**src/verilog/jip_pkg.sv**
```systemverilog
package jip_pkg;
  // Instruction register width and codes.
  localparam int unsigned IR_W = 5;
  localparam logic [4:0] INS_EXTEST  = 5'h00;
  localparam logic [4:0] INS_IDCODE  = 5'h01;
  localparam logic [4:0] INS_PRELOAD = 5'h02;
  localparam logic [4:0] INS_INTEST  = 5'h03;
  localparam logic [4:0] INS_HIGHZ   = 5'h05;
  localparam logic [4:0] INS_ENABLE  = 5'h09;
  localparam logic [4:0] INS_ERASE   = 5'h0a;
  localparam logic [4:0] INS_PROGRAM = 5'h0b;
  localparam logic [4:0] INS_VERIFY  = 5'h0c;
  localparam logic [4:0] INS_DISABLE = 5'h10;
  localparam logic [4:0] INS_BYPASS  = 5'h1f;
  // Capture pattern of the instruction register.
  localparam logic [4:0] IR_CAPTURE  = 5'h01;
  // Arbitrary identification value.
  localparam logic [31:0] IDCODE_VAL = 32'h0000_0001;
  // Timing figures.
  localparam int unsigned CLK_MHZ            = 100;
  localparam int unsigned STARTUP_INIT_US    = 200;
  localparam int unsigned STARTUP_INIT_CYC   = STARTUP_INIT_US * CLK_MHZ;
  localparam int unsigned ERASE_PULSE_MIN_MS = 100;
  localparam int unsigned PROG_PULSE_MIN_MS  = 10;
  localparam int unsigned VERIFY_PULSE_MIN_US = 10;
  localparam int unsigned TEST_CLOCK_MAX_MHZ = 10;

  typedef enum logic [3:0] {
    TAP_RESET = 4'h0, TAP_IDLE  = 4'h1, TAP_SEL_DR = 4'h2, TAP_CAP_DR = 4'h3,
    TAP_SH_DR = 4'h4, TAP_EX1_DR = 4'h5, TAP_PA_DR = 4'h6, TAP_EX2_DR = 4'h7,
    TAP_UP_DR = 4'h8, TAP_SEL_IR = 4'h9, TAP_CAP_IR = 4'ha, TAP_SH_IR = 4'hb,
    TAP_EX1_IR = 4'hc, TAP_PA_IR = 4'hd, TAP_EX2_IR = 4'he, TAP_UP_IR = 4'hf
  } jip_tap_e;
endpackage
```
**src/verilog/jip_isp_top.sv**
```systemverilog
`timescale 1ns/10ps
// Contract
// - Code 01001 enters ISP, gates other commands.
// - ISP commands hold outputs at preloaded values.
// - Code 01010 erases the whole array.
// - Code 01011 programs shift data to row.
// - Code 01100 copies addressed row into shifter.
// - Code 10000 exits ISP, keeps ISP register.
// - Initialization completes within 200 us after exit.
// - Code 00010 samples pins and preloads outputs.
// - TDI sampled on rising test-clock edge.
// - TDO changes on falling edge, else tristate.
module jip_isp_top #(
  parameter int unsigned IO_W          = 8,
  parameter int unsigned ROW_W         = 16,
  parameter int unsigned ADDR_W        = 4,
  parameter int unsigned INIT_CYCLES   = jip_pkg::STARTUP_INIT_CYC
) (
  // System.
  input  wire logic              clk_sys_i,
  input  wire logic              rst_i,
  // Test access port pins.
  input  wire logic              tck_i,
  input  wire logic              tms_i,
  input  wire logic              tdi_i,
  output logic                   tdo_o,
  output logic                   tdo_oe_o,
  // User logic and pins.
  input  wire logic [IO_W-1:0]   core_out_i,
  input  wire logic [IO_W-1:0]   pin_in_i,
  output logic      [IO_W-1:0]   pin_out_o,
  output logic                   isp_mode_o,
  output logic                   init_done_o
);
  localparam int unsigned SR_W = ROW_W + ADDR_W;
  localparam int unsigned NROW = 1 << ADDR_W;

  if (IO_W < 1 || ROW_W < 1 || ADDR_W < 1 || ADDR_W > 12 || INIT_CYCLES < 1) begin : g_bad_param
    $error("jip_isp_top: unsupported parameter values");
  end

  // Pin synchronisers and test clock edge detection.
  logic [2:0] tck_s_reg, tck_s_next;
  logic [1:0] tms_s_reg, tms_s_next, tdi_s_reg, tdi_s_next;
  logic [2*IO_W-1:0] pin_s_reg, pin_s_next;
  logic       rise, fall;
  // The sampled pin states are asynchronous and pass two flip-flops before capture.
  always_comb begin
    tck_s_next = {tck_s_reg[1:0], tck_i};
    tms_s_next = {tms_s_reg[0], tms_i};
    tdi_s_next = {tdi_s_reg[0], tdi_i};
    pin_s_next = {pin_s_reg[IO_W-1:0], pin_in_i};
  end
  assign rise = tck_s_reg[1] & ~tck_s_reg[2];
  assign fall = ~tck_s_reg[1] & tck_s_reg[2];
  wire tms = tms_s_reg[1];
  wire tdi = tdi_s_reg[1];

  // Controller, instruction and data registers.
  jip_pkg::jip_tap_e tap_reg, tap_next;
  logic [4:0]      ir_sh_reg, ir_sh_next, ir_reg, ir_next;
  logic [SR_W-1:0] isp_sh_reg, isp_sh_next;
  logic [IO_W-1:0] bs_sh_reg, bs_sh_next, bs_lat_reg, bs_lat_next;
  logic [31:0]     id_sh_reg, id_sh_next;
  logic            byp_reg, byp_next, isp_reg, isp_next;
  logic            tdo_reg, tdo_next, oe_reg, oe_next;
  logic [IO_W-1:0] pin_reg, pin_next;
  logic            done_reg, done_next;
  logic [31:0]     init_cnt_reg, init_cnt_next;
  logic [ROW_W-1:0] mem [NROW];
  logic            mem_we, mem_clr;
  logic [ADDR_W-1:0] row_addr;
  logic            isp_ins, sel_isp, sel_bs, sel_id;

  assign row_addr = isp_sh_reg[ADDR_W-1:0];
  assign isp_ins  = (ir_reg == jip_pkg::INS_ENABLE) || (ir_reg == jip_pkg::INS_ERASE) ||
                    (ir_reg == jip_pkg::INS_PROGRAM) || (ir_reg == jip_pkg::INS_VERIFY);
  assign sel_isp  = isp_ins || (ir_reg == jip_pkg::INS_DISABLE);
  assign sel_bs   = (ir_reg == jip_pkg::INS_PRELOAD) || (ir_reg == jip_pkg::INS_EXTEST) ||
                    (ir_reg == jip_pkg::INS_INTEST);
  assign sel_id   = (ir_reg == jip_pkg::INS_IDCODE);

  always_comb begin
    tap_next = tap_reg;
    if (rise) begin
      unique case (tap_reg)
        jip_pkg::TAP_RESET:  tap_next = tms ? jip_pkg::TAP_RESET  : jip_pkg::TAP_IDLE;
        jip_pkg::TAP_IDLE:   tap_next = tms ? jip_pkg::TAP_SEL_DR : jip_pkg::TAP_IDLE;
        jip_pkg::TAP_SEL_DR: tap_next = tms ? jip_pkg::TAP_SEL_IR : jip_pkg::TAP_CAP_DR;
        jip_pkg::TAP_CAP_DR: tap_next = tms ? jip_pkg::TAP_EX1_DR : jip_pkg::TAP_SH_DR;
        jip_pkg::TAP_SH_DR:  tap_next = tms ? jip_pkg::TAP_EX1_DR : jip_pkg::TAP_SH_DR;
        jip_pkg::TAP_EX1_DR: tap_next = tms ? jip_pkg::TAP_UP_DR  : jip_pkg::TAP_PA_DR;
        jip_pkg::TAP_PA_DR:  tap_next = tms ? jip_pkg::TAP_EX2_DR : jip_pkg::TAP_PA_DR;
        jip_pkg::TAP_EX2_DR: tap_next = tms ? jip_pkg::TAP_UP_DR  : jip_pkg::TAP_SH_DR;
        jip_pkg::TAP_UP_DR:  tap_next = tms ? jip_pkg::TAP_SEL_DR : jip_pkg::TAP_IDLE;
        jip_pkg::TAP_SEL_IR: tap_next = tms ? jip_pkg::TAP_RESET  : jip_pkg::TAP_CAP_IR;
        jip_pkg::TAP_CAP_IR: tap_next = tms ? jip_pkg::TAP_EX1_IR : jip_pkg::TAP_SH_IR;
        jip_pkg::TAP_SH_IR:  tap_next = tms ? jip_pkg::TAP_EX1_IR : jip_pkg::TAP_SH_IR;
        jip_pkg::TAP_EX1_IR: tap_next = tms ? jip_pkg::TAP_UP_IR  : jip_pkg::TAP_PA_IR;
        jip_pkg::TAP_PA_IR:  tap_next = tms ? jip_pkg::TAP_EX2_IR : jip_pkg::TAP_PA_IR;
        jip_pkg::TAP_EX2_IR: tap_next = tms ? jip_pkg::TAP_UP_IR  : jip_pkg::TAP_SH_IR;
        jip_pkg::TAP_UP_IR:  tap_next = tms ? jip_pkg::TAP_SEL_DR : jip_pkg::TAP_IDLE;
      endcase
    end
  end

  always_comb begin
    ir_sh_next  = ir_sh_reg;
    ir_next     = ir_reg;
    isp_sh_next = isp_sh_reg;
    bs_sh_next  = bs_sh_reg;
    bs_lat_next = bs_lat_reg;
    id_sh_next  = id_sh_reg;
    byp_next    = byp_reg;
    isp_next    = isp_reg;
    mem_we      = 1'b0;
    mem_clr     = 1'b0;
    if (rise) begin
      unique case (tap_reg)
        jip_pkg::TAP_RESET: begin
          ir_next = jip_pkg::INS_IDCODE;
        end
        jip_pkg::TAP_CAP_IR: ir_sh_next = jip_pkg::IR_CAPTURE;
        jip_pkg::TAP_SH_IR:  ir_sh_next = {tdi, ir_sh_reg[4:1]};
        jip_pkg::TAP_UP_IR: begin
          ir_next = ir_sh_reg;
          if (ir_sh_reg == jip_pkg::INS_ENABLE) begin
            isp_next = 1'b1;
          end
        end
        jip_pkg::TAP_CAP_DR: begin
          byp_next   = 1'b0;
          id_sh_next = jip_pkg::IDCODE_VAL;
          if (sel_bs) begin
            bs_sh_next = pin_s_reg[2*IO_W-1:IO_W];
          end
          if (ir_reg == jip_pkg::INS_VERIFY && isp_reg) begin
            isp_sh_next = {mem[row_addr], row_addr};
          end
        end
        jip_pkg::TAP_SH_DR: begin
          byp_next    = tdi;
          id_sh_next  = {tdi, id_sh_reg[31:1]};
          bs_sh_next  = {tdi, bs_sh_reg[IO_W-1:1]};
          isp_sh_next = {tdi, isp_sh_reg[SR_W-1:1]};
        end
        jip_pkg::TAP_UP_DR: begin
          if (sel_bs) begin
            bs_lat_next = bs_sh_reg;
          end
        end
        jip_pkg::TAP_IDLE: begin
          if (isp_reg && ir_reg == jip_pkg::INS_ERASE) begin
            mem_clr = 1'b1;
          end
          if (isp_reg && ir_reg == jip_pkg::INS_PROGRAM) begin
            mem_we = 1'b1;
          end
          if (ir_reg == jip_pkg::INS_DISABLE) begin
            isp_next = 1'b0;
          end
        end
        default: ;
      endcase
    end
  end

  always_comb begin
    tdo_next = tdo_reg;
    oe_next  = oe_reg;
    if (fall) begin
      oe_next = (tap_reg == jip_pkg::TAP_SH_DR) || (tap_reg == jip_pkg::TAP_SH_IR);
      if (tap_reg == jip_pkg::TAP_SH_IR) begin
        tdo_next = ir_sh_reg[0];
      end else if (sel_isp) begin
        tdo_next = isp_sh_reg[0];
      end else if (sel_bs) begin
        tdo_next = bs_sh_reg[0];
      end else if (sel_id) begin
        tdo_next = id_sh_reg[0];
      end else begin
        tdo_next = byp_reg;
      end
    end
    pin_next      = isp_reg ? bs_lat_reg : core_out_i;
    done_next     = done_reg;
    init_cnt_next = init_cnt_reg;
    // Done drops in the same cycle as ISP mode rises, so the two are never high together.
    if (isp_reg || isp_next) begin
      done_next     = 1'b0;
      init_cnt_next = '0;
    end else if (!done_reg) begin
      if (init_cnt_reg >= INIT_CYCLES - 1) begin
        done_next = 1'b1;
      end else begin
        init_cnt_next = init_cnt_reg + 32'h1;
      end
    end
  end

  always_ff @(posedge clk_sys_i) begin
    tck_s_reg <= tck_s_next;
    tms_s_reg <= tms_s_next;
    tdi_s_reg <= tdi_s_next;
    pin_s_reg <= pin_s_next;
    if (rst_i) begin
      tap_reg      <= jip_pkg::TAP_RESET;
      ir_sh_reg    <= '0;
      ir_reg       <= jip_pkg::INS_IDCODE;
      isp_sh_reg   <= '0;
      bs_sh_reg    <= '0;
      bs_lat_reg   <= '0;
      id_sh_reg    <= '0;
      byp_reg      <= 1'b0;
      isp_reg      <= 1'b0;
      tdo_reg      <= 1'b0;
      oe_reg       <= 1'b0;
      pin_reg      <= '0;
      done_reg     <= 1'b0;
      init_cnt_reg <= '0;
    end else begin
      tap_reg      <= tap_next;
      ir_sh_reg    <= ir_sh_next;
      ir_reg       <= ir_next;
      isp_sh_reg   <= isp_sh_next;
      bs_sh_reg    <= bs_sh_next;
      bs_lat_reg   <= bs_lat_next;
      id_sh_reg    <= id_sh_next;
      byp_reg      <= byp_next;
      isp_reg      <= isp_next;
      tdo_reg      <= tdo_next;
      oe_reg       <= oe_next;
      pin_reg      <= pin_next;
      done_reg     <= done_next;
      init_cnt_reg <= init_cnt_next;
    end
  end

  // Configuration array rows.
  for (genvar g = 0; g < NROW; g++) begin : g_row
    always_ff @(posedge clk_sys_i) begin
      if (rst_i || mem_clr) begin
        mem[g] <= '0;
      end else if (mem_we && row_addr == ADDR_W'(g)) begin
        mem[g] <= isp_sh_reg[SR_W-1:ADDR_W];
      end
    end
  end

  assign tdo_o       = tdo_reg;
  assign tdo_oe_o    = oe_reg;
  assign pin_out_o   = pin_reg;
  assign isp_mode_o  = isp_reg;
  assign init_done_o = done_reg;
endmodule

```
**config.mk**
```make
export PLATFORM = sky130hd
export DESIGN_NAME = jip_isp_top
export DESIGN_NICKNAME = d
export VERILOG_FILES = /design/src/verilog/jip_pkg.sv /design/src/verilog/jip_isp_top.sv
export SDC_FILE = /design/constraint.sdc
export NUM_CORES = 1
export LEC_CHECK = 0
export BUFFER_PORTS_ARGS = -buffer_cell sky130_fd_sc_hd__buf_2
export CAP_MARGIN = 20
export CORE_UTILIZATION = 60
export CTS_CLUSTER_DIAMETER = 120
export DETAILED_ROUTE_END_ITERATION = 6
export PLACE_DENSITY = 0.73
export SLEW_MARGIN = 20
export SYNTH_ARGS = -nofsm -noshare
export SYNTH_HDL_FRONTEND = slang
export SYNTH_SLANG_ARGS = --single-unit
```
**constraint.sdc**
```tcl
create_clock -name clk_sys_i -period 8.35 [get_ports clk_sys_i]
set_input_delay 1.2525 -clock clk_sys_i [delete_from_list [all_inputs] [get_ports clk_sys_i]]
set_output_delay 1.2525 -clock clk_sys_i [all_outputs]
set_load 0.01 [all_outputs]
```
==> metrics.csv <==
stage;metric;value;unit
placement;pre-CTS worst setup slack;4.27;ns
clocking;maximum clock insertion buffer count;3;
sta;slew margin rel.;30.1;%
sta;worst slew pin tran;1.05;ns
worst_setup_path;required time of the worst setup path;8.76;ns
worst_setup_path;Crit Path Max Fanout;48;
sta;final hold violations;0;
yosys;Mapped Nets;1477;
final_layout;number of antenna repair diodes;0;
detailed_routing;number of detailed-routing iterations run before antenna repair;5;
detailed_routing;via count;11565;
yosys;post-synthesis cell type count;64;
worst_setup_path;worst stage delay on the critical path;0.81;ns
worst_setup_path;kind of cell adding the most delay to the critical path;simple AND/OR/NAND/NOR gates;
clocking;clock-pin slew on the worst setup and hold paths;0.06;ns
die;Die Y-Extent;171;um
yosys;count of flip-flops with a built-in enable after synthesis;256;
sta;number of pins exceeding their max-slew limit in the final report;0;
yosys;Synth top area share;45.1;%
detailed_routing;starting DRC count in detailed routing;1184;
detailed_routing;average via count per standard cell;6.20;
clocking;clock tree from TritonCTS;yes;
sta;setup skew after layout;0.0246;ns
sta;setup_tns;0;ns
detailed_routing;wirelength, routed;40400;um
pwr;worst supply voltage drop on vdd;0.180;mV
worst_setup_path;Critical-path top delay cell;sky130_fd_sc_hd__dfxtp_1;
global_route;total grt overflow;0;
worst_setup_path;internal reg-to-reg setup slack;4.69;ns
yosys;number of instances in the synthesized netlist;1455;
die;CORE AREA;27900;um2
placement;total cell area at the placement stage;17600;um2
sta;Setup WS post-layout;4.69;ns
global_route;number of antenna violations at the first check in global routing;0;
clocking;CTS hold repair buffers;0;
final_layout;share of cells above drive strength 1;14.7;%
hold_path;type of the worst min-delay path;reg -> reg;
worst_setup_path;critical setup path kind;reg -> reg;
final_layout;post-route non-filler standard cell count;1866;
run;max-cap violation count;0;
detailed_routing;Post-route DRC;0;
global_route;global-route total usage across every layer;28.9;%
yosys;number of storage elements in the synthesis netlist;409;
sta;fin crit share;43.9;%
clocking;Max H-tree Level;2;
sta;RSZ-0062 raised after global routing;no;
clocking;clk sink count;409;
final_layout;post-route cell area;18900;um2
sta;number of failing setup endpoints in the final timing report;0;
clocking;CTS Buf Count;41;
pwr;LEAKAGE;6.32;nW
detailed_routing;post-route ant nets;0;
clocking;clock root buffer;sky130_fd_sc_hd__clkbuf_16;
sta;minimum clock period after layout;3.66;ns
detailed_routing;average wire length per cell after detail routing;21.7;um
die;total die area;29100;um2
final_layout;number of flip-flops in the largest register;256;
yosys;Syn Std Cell Area;17100;um2
clocking;post-cts resize count;0;
die;Initial Utilization;61.2;%
worst_setup_path;type of destination of the critical path;flop;
yosys;fraction of registers with async set or reset after synthesis;0;%
pwr;overall power consumption;4.12;mW
die;cell row count;61;
yosys;Yosys Warn Count;0;
worst_setup_path;Crit path buffers/inverters;1;
clocking;Clk Latency, worst-skew pair;0.55;ns
final_layout;core utilization of the finished layout;67.8;%
worst_setup_path;Worst Path Arrival;4.07;ns
placement;number of input and output port buffers inserted;32;
final_layout;# nets final;1477;
yosys;area leader, netlist;sky130_fd_sc_hd__edfxtp_1;
status;status;completed;
final_layout;Layout Area Growth over Synthesis;10.7;%
placement;placed insts;1789;
yosys;fraction of the yosys area taken by sequential cells;63.0;%
sta;Max Freq;273;MHz
worst_setup_path;cell-by-cell trace of the critical path;nor4b_2 > and4_1 > a21oi_4 > nand3b_1 > buf_4 > nor2_1;
die;Top-Level Pins;33;
placement;Placer Congestion;0.837;
worst_setup_path;startpoint type of the worst setup path;flop;
yosys;most instantiated flip-flop cell in the synthesis netlist;sky130_fd_sc_hd__edfxtp_1;
global_route;global-route wire length before repair;62600;um
global_route;number of global-route vias before repair;11294;
clocking;Setup Fix Bufs, Post-CTS;0;
placement;estimated wirelength of the detail-placed design;24500;um
yosys;main area contributors after synthesis;sky130_fd_sc_hd__edfxtp_1, sky130_fd_sc_hd__dfxtp_1, sky130_fd_sc_hd__nor2_1, sky130_fd_sc_hd__mux4_2, sky130_fd_sc_hd__mux2i_1;
sta;worst-case hold slack;0.325;ns
die;die width;171;um
yosys;synthesized area per cell;11.7;um2
global_route;largest net degree at the start of global routing;65;
pwr;Cell Pwr Density;218;nW/um2
where the power goes:
| part | internal [mW] | switching (mW) |
|---|---|---|
| sequential | 2.19 | 0.0191 |
| combinational | 0.0343 | 0.0766 |
| clock | 1.03 | 0.762 |
| total | 3.26 | 0.858 |
cell usage in the layout, fill, tap and decap left out, types with 23 or more instances in the layout:
cell type / Yosys / routed
sky130_fd_sc_hd__nor3_1: 34 / 34
sky130_fd_sc_hd__nand2_1: 102 / 101
sky130_fd_sc_hd__mux2_2: 30 / 30
sky130_fd_sc_hd__clkbuf_16: 0 / 41
sky130_fd_sc_hd__a22oi_1: 40 / 40
sky130_fd_sc_hd__mux4_2: 34 / 34
sky130_fd_sc_hd__dfxtp_1: 153 / 151
sky130_fd_sc_hd__buf_4: 0 / 28
sky130_fd_sc_hd__nor2_1: 359 / 359
sky130_fd_sc_hd__a22o_1: 27 / 27
sky130_fd_sc_hd__edfxtp_1: 256 / 256
sky130_fd_sc_hd__mux2i_1: 53 / 53
sky130_fd_sc_hd__buf_2: 42 / 31
sky130_fd_sc_hd__a21oi_1: 24 / 23
layer usage:
layer	vias to the layer above	wire length, um	global-route usage (%)
li1	5281	-	-
met4	0	1600	13.0
met1	5657	15700	37.1
met2	502	19800	48.0
met3	125	3380	5.11
met5	-	0	0
worst register-to-register path, stage by stage, from the launching register on:
cell and delay, ns:
sky130_fd_sc_hd__dfxtp_1 0.81, sky130_fd_sc_hd__nor4b_2 0.17, sky130_fd_sc_hd__and4_1 0.27, sky130_fd_sc_hd__a21oi_4 0.70, sky130_fd_sc_hd__nand3b_1 0.79, sky130_fd_sc_hd__buf_4 0.59, sky130_fd_sc_hd__nor2_1 0.20
cell families after synthesis:
logic type	share of synthesized area, %
adders and majority gates	0.0733
xor gates and xnor gates	0.103
AOI/OAI and AO/OA	7.31
DFF	63.0
buffers and inverters	3.01
and+or+nand+nor	16.8
muxes	9.65
final cells by class:
class | count | area (um2)
clock buffers | 56 | 1110
clock inverters | 20 | 195
fillers | 2011 | 8970
inverters | 14 | 52.6
multi-input cells | 929 | 5920
flip-flops and latches | 409 | 10800
well taps | 378 | 473
repair buffers | 60 | 377
cell usage after synthesis, types with 5 or more instances:
cell / number
sky130_fd_sc_hd__nor2_1: 359
sky130_fd_sc_hd__edfxtp_1: 256
sky130_fd_sc_hd__dfxtp_1: 153
sky130_fd_sc_hd__nand2_1: 102
sky130_fd_sc_hd__clkbuf_1: 55
sky130_fd_sc_hd__mux2i_1: 53
sky130_fd_sc_hd__buf_2: 42
sky130_fd_sc_hd__a22oi_1: 40
sky130_fd_sc_hd__mux4_2: 34
sky130_fd_sc_hd__nor3_1: 34
sky130_fd_sc_hd__mux2_2: 30
sky130_fd_sc_hd__a22o_1: 27
sky130_fd_sc_hd__a21oi_1: 24
sky130_fd_sc_hd__and2_1: 21
sky130_fd_sc_hd__nor2b_1: 19
sky130_fd_sc_hd__nand3_1: 18
sky130_fd_sc_hd__o21ai_1: 17
sky130_fd_sc_hd__nor4_1: 16
sky130_fd_sc_hd__o22ai_1: 16
sky130_fd_sc_hd__o21ai_0: 15
sky130_fd_sc_hd__inv_1: 14
sky130_fd_sc_hd__or4_1: 14
sky130_fd_sc_hd__a311oi_1: 9
sky130_fd_sc_hd__or3_1: 9
sky130_fd_sc_hd__o31ai_1: 8
sky130_fd_sc_hd__nand2b_1: 6
sky130_fd_sc_hd__a211oi_1: 5
path summary, 6_finish.rpt:
path                            from                      end  cells past startpoint
max          tap_reg[3]$_SDFFE_PP0P_  mem[7][5]$_SDFFCE_PN0P_                      6
min             pin_s_reg[0]$_DFF_P_     pin_s_reg[8]$_DFF_P_                      0
min reg2reg     pin_s_reg[0]$_DFF_P_     pin_s_reg[8]$_DFF_P_                      0
max reg2reg  tap_reg[3]$_SDFFE_PP0P_  mem[7][5]$_SDFFCE_PN0P_                      6
(Power assumes the default switching activity.)
